===== config.mk =====
export PLATFORM = sky130hd
export DESIGN_NAME = adgc_top
export DESIGN_NICKNAME = d
export VERILOG_FILES = /design/src/hw/adgc_pkg.sv /design/src/hw/adgc_top.sv
export VERILOG_INCLUDE_DIRS = /design/src /design/src/hw
export SDC_FILE = /design/constraint.sdc
export NUM_CORES = 1
export LEC_CHECK = 0
export BUFFER_PORTS_ARGS = -buffer_cell sky130_fd_sc_hd__buf_2
export CORE_MARGIN = 2
export CORE_UTILIZATION = 56
export CTS_CLUSTER_SIZE = 12
export DETAILED_ROUTE_END_ITERATION = 12
export MAX_ROUTING_LAYER = met4
export PLACE_DENSITY = 0.86
export SLEW_MARGIN = 30
export SYNTH_ARGS = -nofsm -noshare
export SYNTH_HDL_FRONTEND = slang
export SYNTH_SLANG_ARGS = --single-unit

===== constraint.sdc =====
create_clock -name CLK_SYS -period 4.5 [get_ports CLK_SYS]
set_clock_uncertainty 0.2 [all_clocks]
set_input_delay 1.35 -clock CLK_SYS [delete_from_list [all_inputs] [get_ports CLK_SYS]]
set_output_delay 1.35 -clock CLK_SYS [all_outputs]
set_load 0.02 [all_outputs]

===== src/hw/adgc_map.svh =====
// bit positions, widths and reset values of the digital i/o gate block
`ifndef ADGC_MAP_SVH
`define ADGC_MAP_SVH
`define ADGC_CW_W        12
`define ADGC_CW_STATUS   0
`define ADGC_CW_VALUE    1
`define ADGC_CW_INVERT   2
`define ADGC_CW_PUSHPULL 3
`define ADGC_CW_TRIG_LO  4
`define ADGC_CW_TRIG_HI  7
`define ADGC_CW_GWATCH   8
`define ADGC_CW_GHIGH    9
`define ADGC_CW_GLOW     10
`define ADGC_CW_CLRSTART 11
`define ADGC_DIO_W       8
`define ADGC_TRIG_PIN0   4
`define ADGC_MAX_SYS     4
`define ADGC_MAX_MOD     4
`define ADGC_SYS_IDX_W   2
`define ADGC_VALUE_RST   8'h00
`define ADGC_VALUE_STEP  8'h01
`define ADGC_DIO_RST     8'h00
`define ADGC_DIN_RST     8'hFF
`define ADGC_OE_N_RST    8'hFF
`endif


===== src/hw/adgc_pkg.sv =====
// types shared by the digital i/o gate block
package adgc_pkg;
    // per-system sequencing of start, trigger watch and run
    typedef enum logic [1:0] {
        ADGC_IDLE,
        ADGC_ARMED,
        ADGC_RUN_EXT,
        ADGC_RUN
    } adgc_state_e;

    // decoded i/o control word
    typedef struct packed {
        logic       clr_start;
        logic       gate_low;
        logic       gate_high;
        logic       gate_watch;
        logic [3:0] trig_en;
        logic       pushpull;
        logic       invert;
        logic       value;
        logic       status;
    } adgc_ctrl_s;
endpackage


===== src/hw/adgc_top.sv =====
// digital i/o, external start trigger and gate line control
//
// Contract
// status mode: output per module high while it acquires, pins 0..3
// invert flips the polarity of the status indication
// value mode: an 8-bit value 0..255 appears on the port
// value mode: the value steps by one at each acquisition stop; code steps once when several systems stop in one cycle
// invert flips every bit of the shown value
// pins drive push-pull, or open drain (low only) by selection
// trigger input 4 starts system 1; inputs 4..7 serve systems 1..4
// with trigger enabled, start only arms and watches the input level
// while watching, a falling input clears data then starts acquisition; code clears only with the R12 option (bit 11) set
// input back high stops, next fall restarts; invert swaps levels
// a stop command ends watching of that system's trigger
// clear-before-start option erases data before triggered start
// gate line enables hardware; watch, high-at-start, low-at-stop
// low-at-stop pulls the gate line low when sweep preset is hit
// modules group into at most four systems, commanded as a unit
// control bits 0..3: status, value, invert, push-pull
// control bits 8..11: watch, high at start, low at stop, clear
// high-at-start releases the gate line high when a start takes effect
`include "adgc_map.svh"
module adgc_top
    import adgc_pkg::*;
#(
    parameter int N_MOD = `ADGC_MAX_MOD,
    parameter int N_SYS = `ADGC_MAX_SYS
)(
    input  wire logic                                  CLK_SYS,
    input  wire logic                                  RESET,
    input  wire logic [`ADGC_CW_W-1:0]                 CTRL_WORD,
    input  wire logic [`ADGC_DIO_W-1:0]                VALUE_IN,
    input  wire logic                                  VALUE_LOAD,
    input  wire logic [N_MOD-1:0]                      MOD_EN,
    input  wire logic [N_MOD-1:0][`ADGC_SYS_IDX_W-1:0] MOD_SYS,
    input  wire logic [N_SYS-1:0]                      START_CMD,
    input  wire logic [N_SYS-1:0]                      STOP_CMD,
    input  wire logic [N_MOD-1:0]                      SWEEP_HIT,
    input  wire logic [`ADGC_DIO_W-1:0]                DIG_IN,
    input  wire logic                                  GATE_IN,
    output logic      [`ADGC_DIO_W-1:0]                DIG_OUT,
    output logic      [`ADGC_DIO_W-1:0]                DIG_OE_N,
    output logic                                       GATE_OUT,
    output logic                                       GATE_OE_N,
    output logic      [N_MOD-1:0]                      ACQ_ENABLE,
    output logic      [N_MOD-1:0]                      ACQ_RUNNING,
    output logic      [N_SYS-1:0]                      CLEAR_DATA,
    output logic      [`ADGC_DIO_W-1:0]                VALUE_OUT
);
    // refuse sizes that the index and trigger pin widths cannot serve
    if (N_MOD < 1 || N_MOD > `ADGC_MAX_MOD ||
        N_SYS < 1 || N_SYS > `ADGC_MAX_SYS)
    begin : g_bad_size
        $error("adgc_top: module or system count out of range");
    end

    adgc_ctrl_s                      ctrl;
    logic [`ADGC_DIO_W-1:0]          din_s1_r;
    logic [`ADGC_DIO_W-1:0]          din_s2_r;
    logic [`ADGC_DIO_W-1:0]          din_d_r;
    logic                            gate_s1_r;
    logic                            gate_s2_r;
    adgc_state_e                     st_r      [N_SYS];
    adgc_state_e                     st_nxt    [N_SYS];
    logic [N_SYS-1:0]                clr_r;
    logic [N_SYS-1:0]                clr_nxt;
    logic [N_SYS-1:0]                sys_run;
    logic [N_SYS-1:0]                sys_hit;
    logic [N_SYS-1:0]                act_now;
    logic [N_SYS-1:0]                act_edge;
    logic [N_SYS-1:0]                start_evt;
    logic [N_SYS-1:0]                stop_evt;
    logic [N_MOD-1:0]                mod_run;
    logic [N_MOD-1:0]                run_r;
    logic [N_MOD-1:0]                en_r;
    logic [N_MOD-1:0]                en_nxt;
    logic [`ADGC_DIO_W-1:0]          value_r;
    logic [`ADGC_DIO_W-1:0]          value_nxt;
    logic [`ADGC_DIO_W-1:0]          dout_r;
    logic [`ADGC_DIO_W-1:0]          dout_nxt;
    logic [`ADGC_DIO_W-1:0]          oe_n_r;
    logic [`ADGC_DIO_W-1:0]          oe_n_nxt;
    logic                            gate_r;
    logic                            gate_nxt;

    // control word decode into named enables
    assign ctrl.status     = CTRL_WORD[`ADGC_CW_STATUS];
    assign ctrl.value      = CTRL_WORD[`ADGC_CW_VALUE];
    assign ctrl.invert     = CTRL_WORD[`ADGC_CW_INVERT];
    assign ctrl.pushpull   = CTRL_WORD[`ADGC_CW_PUSHPULL];
    assign ctrl.trig_en    = CTRL_WORD[`ADGC_CW_TRIG_HI:`ADGC_CW_TRIG_LO];
    assign ctrl.gate_watch = CTRL_WORD[`ADGC_CW_GWATCH];
    assign ctrl.gate_high  = CTRL_WORD[`ADGC_CW_GHIGH];
    assign ctrl.gate_low   = CTRL_WORD[`ADGC_CW_GLOW];
    assign ctrl.clr_start  = CTRL_WORD[`ADGC_CW_CLRSTART];

    // pins are asynchronous: two stages, then a delayed copy for edges
    always_ff @(posedge CLK_SYS or posedge RESET)
    begin
        if (RESET)
        begin
            din_s1_r  <= `ADGC_DIN_RST;    // pulled-up idle, no false edge
            din_s2_r  <= `ADGC_DIN_RST;
            din_d_r   <= `ADGC_DIN_RST;
            gate_s1_r <= 1'b1;
            gate_s2_r <= 1'b1;
        end
        else
        begin
            din_s1_r  <= DIG_IN;
            din_s2_r  <= din_s1_r;
            din_d_r   <= din_s2_r;
            gate_s1_r <= GATE_IN;
            gate_s2_r <= gate_s1_r;
        end
    end

    genvar s;
    genvar m;
    generate
        // one start/watch/run sequencer per system
        for (s = 0; s < N_SYS; s++)
        begin : g_sys
            logic [N_MOD-1:0] memb;
            for (m = 0; m < N_MOD; m++)
            begin : g_memb
                assign memb[m] = MOD_EN[m] &&
                    (MOD_SYS[m] == `ADGC_SYS_IDX_W'(s));
            end
            assign sys_hit[s] = |(SWEEP_HIT & memb);
            // active level is low, or high when inverted
            assign act_now[s] = din_s2_r[`ADGC_TRIG_PIN0 + s]
                                ^ ~ctrl.invert;
            assign act_edge[s] = act_now[s] &
                (din_d_r[`ADGC_TRIG_PIN0 + s] ^ ctrl.invert);
            assign sys_run[s] = (st_r[s] == ADGC_RUN) ||
                                (st_r[s] == ADGC_RUN_EXT);
            assign start_evt[s] = !sys_run[s] &&
                ((st_nxt[s] == ADGC_RUN) || (st_nxt[s] == ADGC_RUN_EXT));
            assign stop_evt[s] = sys_run[s] &&
                (st_nxt[s] != ADGC_RUN) && (st_nxt[s] != ADGC_RUN_EXT);

            // stop command wins over start and trigger in the same cycle
            always_comb
            begin
                st_nxt[s]  = st_r[s];
                clr_nxt[s] = 1'b0;
                if (STOP_CMD[s])
                    st_nxt[s] = ADGC_IDLE;
                else
                begin
                    case (st_r[s])
                        ADGC_IDLE:
                        begin
                            if (START_CMD[s] && ctrl.trig_en[s])
                                st_nxt[s] = ADGC_ARMED;
                            else if (START_CMD[s])
                            begin
                                st_nxt[s]  = ADGC_RUN;
                                clr_nxt[s] = 1'b1;
                            end
                        end
                        ADGC_ARMED:
                        begin
                            if (!ctrl.trig_en[s])
                                st_nxt[s] = ADGC_IDLE;
                            else if (act_edge[s] && !sys_hit[s])
                            begin
                                st_nxt[s]  = ADGC_RUN_EXT;
                                clr_nxt[s] = ctrl.clr_start;
                            end
                        end
                        ADGC_RUN_EXT:
                        begin
                            if (sys_hit[s])
                                st_nxt[s] = ADGC_IDLE;
                            else if (!act_now[s])
                                st_nxt[s] = ADGC_ARMED;
                        end
                        ADGC_RUN:
                        begin
                            if (sys_hit[s])
                                st_nxt[s] = ADGC_IDLE;
                        end
                        default:
                            st_nxt[s] = ADGC_IDLE;
                    endcase
                end
            end

            always_ff @(posedge CLK_SYS or posedge RESET)
            begin
                if (RESET)
                begin
                    st_r[s]  <= ADGC_IDLE;
                    clr_r[s] <= 1'b0;
                end
                else
                begin
                    st_r[s]  <= st_nxt[s];
                    clr_r[s] <= clr_nxt[s];
                end
            end
        end

        // each module follows the system it belongs to
        for (m = 0; m < N_MOD; m++)
        begin : g_mod
            assign mod_run[m] = MOD_EN[m] && sys_run[MOD_SYS[m]];
        end
    endgenerate

    // value counter, pins, gate line and hardware enables
    always_comb
    begin
        value_nxt = value_r;
        if (VALUE_LOAD)
            value_nxt = VALUE_IN;
        else if (ctrl.value && |stop_evt)
            value_nxt = value_r + `ADGC_VALUE_STEP;
        dout_nxt = `ADGC_DIO_RST;
        oe_n_nxt = `ADGC_OE_N_RST;
        if (ctrl.value)
        begin
            dout_nxt = value_r ^ {`ADGC_DIO_W{ctrl.invert}};
            oe_n_nxt = ~`ADGC_OE_N_RST;
        end
        else if (ctrl.status)
        begin
            dout_nxt[N_MOD-1:0] = mod_run
                                ^ {N_MOD{ctrl.invert}};
            oe_n_nxt[N_MOD-1:0] = '0;
        end
        // pins of enabled triggers are inputs and are never driven
        oe_n_nxt[`ADGC_CW_TRIG_HI:`ADGC_TRIG_PIN0] =
            oe_n_nxt[`ADGC_CW_TRIG_HI:`ADGC_TRIG_PIN0]
            | ctrl.trig_en;
        // open drain only sinks: a high bit is released to the pull-up
        if (!ctrl.pushpull)
        begin
            oe_n_nxt = oe_n_nxt | dout_nxt;
            dout_nxt = `ADGC_DIO_RST;
        end
        // low at stop has priority over high at start
        gate_nxt = gate_r;
        if (ctrl.gate_low && |SWEEP_HIT)
            gate_nxt = 1'b0;
        else if (ctrl.gate_high && |start_evt)
            gate_nxt = 1'b1;
        for (int k = 0; k < N_MOD; k++)
            en_nxt[k] = mod_run[k] &&
                (!ctrl.gate_watch || gate_s2_r);
    end

    always_ff @(posedge CLK_SYS or posedge RESET)
    begin
        if (RESET)
        begin
            value_r <= `ADGC_VALUE_RST;
            dout_r  <= `ADGC_DIO_RST;
            oe_n_r  <= `ADGC_OE_N_RST;
            gate_r  <= 1'b1;
            run_r   <= '0;
            en_r    <= '0;
        end
        else
        begin
            value_r <= value_nxt;
            dout_r  <= dout_nxt;
            oe_n_r  <= oe_n_nxt;
            gate_r  <= gate_nxt;
            run_r   <= mod_run;
            en_r    <= en_nxt;
        end
    end

    assign DIG_OUT     = dout_r;
    assign DIG_OE_N    = oe_n_r;
    assign GATE_OUT    = 1'b0;      // gate is open drain: low or released
    assign GATE_OE_N   = gate_r;
    assign ACQ_ENABLE  = en_r;
    assign ACQ_RUNNING = run_r;
    assign CLEAR_DATA  = clr_r;
    assign VALUE_OUT   = value_r;
endmodule


==> results.yml <==
status:
  status: "complete, no violations"
layout:
  nNetsFinal: 463
  diodes: 0
  area_delta_synth_final_pct: 21.9
  layout_commonest_cell: "buf_2"
  postLayoutCellArea_um2: 3900
  drive_above_1_share: 0.355
  final_cell_mix: "buf_2, dfrtp_1, nor2_1"
worst_setup_path:
  crit_path_max_fanout: 28
  crit_family: "compound AO/OA/AOI/OAI gates"
  worstPathCellList: "buf_2 -> xnor2_1 -> nor2_1 -> o41ai_4 -> a41oi_4 -> mux2_4 -> mux2_2"
  critical_path_class: "input port to register"
  arrival_ns: 3.36
  r2r-start: "st_r[1]$_DFF_PP0_"
  slowest_stage: "buf_2"
  crit_path_end_kind: "register"
  max_stage_delay_ns: 0.47
  critPathRequiredTime_ns: 4.54
  crit_start: "CTRL_WORD[2]"
  startpoint_type: "input port"
  cp_num_buf_inv: 1
timing:
  fin_crit_sh: 0.738
  rsz0062_at_grt: "no"
  finalMaxSlewViolations: 0
  finalSetupTns_ns: 0
  setup_viol: 0
  hold_violations: 0
  slew_headroom: 0.528
  period_needed_ns: 3.32
  max_freq_ghz: 0.301
  tightest_slew_ns: 0.708
placed_design:
  numPortBuffers: 88
  dp_hpwl_mm: 5.53
  place.gp.congestion: 0.915
  dpl_cell_area_um2: 3690
grt:
  overflow: 0
  gr-usage-all-layers: 0.269
  antenna_found_initial: 0
  first_global_vias: 2649
  grt_start_max_net_pins: 44
  grt_pass1_wl_mm: 12.6
floorplan:
  die-area_um2: 6330
  die_x_um: 79.6
  core_um2: 5510
  fp-row-count: 27
  dieHeight_um: 79.6
  ios: 94
  initial_core_util: 0.581
detailed_routing:
  dr.pass1.iters: 4
  wl_mm: 7.83
  wl_per_cell_um: 16.2
  ant_nets: 0
  routed_via_density: 6.06
  drc: 0
  vias: 2927
  drtIter0Drc: 249
clock_network:
  cts_buffers: 9
  cts_tree: "built"
  cts_setup_buffers: 0
  cts_hold_buffers: 0
  clk_transition_reported_paths_ns: 0.07
  cts_resized: 0
  cts_max_path_buffers: 2
  clock-root-buffer: "clkbuf_8"
  htreeDepth: 3
  clkLatencyLatePin_ns: 0.35
  cts_num_sinks: 59
power:
  power_density_nw_per_um2: 368
  leakage_nw: 1.78
  power.total_mw: 1.44
  ir_drop_mv: 0.233
synthesis:
  yosys_warnings: 0
  synth-seq-cells: 59
  mappedNetlistArea_um2: 3200
  synth_edf_count: 0
  yosysSeqAreaShare: 0.470
  syn_nets: 374
  avgSynthCellArea_um2: 10.1
  synthDistinctLibCells: 68
  async_flop_share: 1.00
  synth_top_cells_by_area: "dfrtp_1, dfstp_2, nor2_1"
  synth_top_area_cell: "dfrtp_1"
  synth_top_area_frac: 0.282
  synth_ff_type: "dfrtp_1"
  synthCells: 317
min_path:
  holdCritStartpoint: "gate_s1_r$_DFF_PP1_"
  hold_path_class: "register to register"
flow_run:
  maxCapViolCount: 0
## power by group
group	internal [mW]	leakage (nW)	switching [mW]
Clock	0.287	0.106	0.215
Combinational	0.126	0.956	0.180
Sequential	0.583	0.713	0.0449
## per-layer routing
metal,up-vias,track usage,part of all wire
met2,153,0.405,0.47
met3,26,0.0633,0.084
met1,1402,0.344,0.41
met5,-,-,0
li1,1346,-,-
met4,0,0.131,0.030
## registers in the layout, summed over array words and instances, names as in the netlist
| signal | flops |
|---|---|
| ACQ_ENABLE | 4 |
| ACQ_RUNNING | 4 |
| CLEAR_DATA | 4 |
| DIG_OE_N | 8 |
| DIG_OUT | 8 |
| GATE_OE_N | 1 |
| VALUE_OUT | 8 |
| din_d_r | 4 |
| din_s1_r | 4 |
| din_s2_r | 4 |
| gate_s1_r | 1 |
| gate_s2_r | 1 |
| st_r | 8 |
## cell type report
class                      instances  area (µm²)
multi-input combinational        232        1590
timing repair buffer              90         455
sequential                        59        1510
clock inverter                     5        60.1
tap                               72        90.1
fill                             425        1610
clock buffer                      11         151
inverter                          14        53.8
## path summary, 6_finish.rpt
check                      depth (start not counted)  slack, ns                  endpoint
setup / recovery                                   7       1.18  VALUE_OUT[1]$_DFFE_PP0P_
hold reg to reg                                    0       0.16       gate_s2_r$_DFF_PP1_
hold / removal                                     0       0.16       gate_s2_r$_DFF_PP1_
max in group asynchronous                          3       2.53       gate_s2_r$_DFF_PP1_
setup reg to reg                                   6       2.11  VALUE_OUT[1]$_DFFE_PP0P_
min in group asynchronous                          2       0.90         st_r[2]$_DFF_PP0_
## synth_stat cells, types with 3 or more instances
| library cell | count |
|---|---|
| nor3b_1 | 3 |
| a21oi_1 | 13 |
| nand3_1 | 9 |
| inv_1 | 13 |
| dfrtp_1 | 36 |
| nor4b_1 | 3 |
| nor2_1 | 33 |
| xnor2_1 | 11 |
| a31oi_1 | 3 |
| clkbuf_1 | 7 |
| nor2b_1 | 8 |
| nand2b_1 | 6 |
| nand2_1 | 29 |
| or3_1 | 4 |
| nand4b_1 | 4 |
| a211oi_1 | 6 |
| o2111ai_1 | 3 |
| a2bb2oi_1 | 4 |
| o22ai_1 | 4 |
| nand4_1 | 4 |
| buf_4 | 3 |
| nor3_1 | 9 |
| dfstp_2 | 23 |
| nand3b_1 | 4 |
| o21ai_0 | 17 |
## through the flow
stage | cells | hold slack (ns) | worst slack [ns] | utilization
after global routing | 483 | 0.159 | 1.09 | 0.708
after floorplan | 317 | 0.145 | 1.34 | -
after detailed placement | 467 | 0.147 | 0.845 | 0.670
after CTS | 483 | 0.157 | 1.19 | 0.708
after global placement | 467 | 0.146 | 0.903 | 0.670
final | 483 | 0.156 | 1.18 | 0.708
## cells by family after synthesis
| logic type | synth area share |
|---|---|
| fa+ha+maj | 0.00391 |
| compound gates | 0.198 |
| buf+inv | 0.0340 |
| simple gates | 0.212 |
| xor+xnor | 0.0356 |
| other cells | 0.00117 |
| flops | 0.470 |
| mux | 0.0450 |
## worst reg2reg max path, delay by kind of cell (launching register included)
family / cells / cell delay, ns
DFF: 1 / 0.56
AOI/OAI and AO/OA: 4 / 0.92
muxes: 2 / 0.60
(Power assumes the default switching activity.)
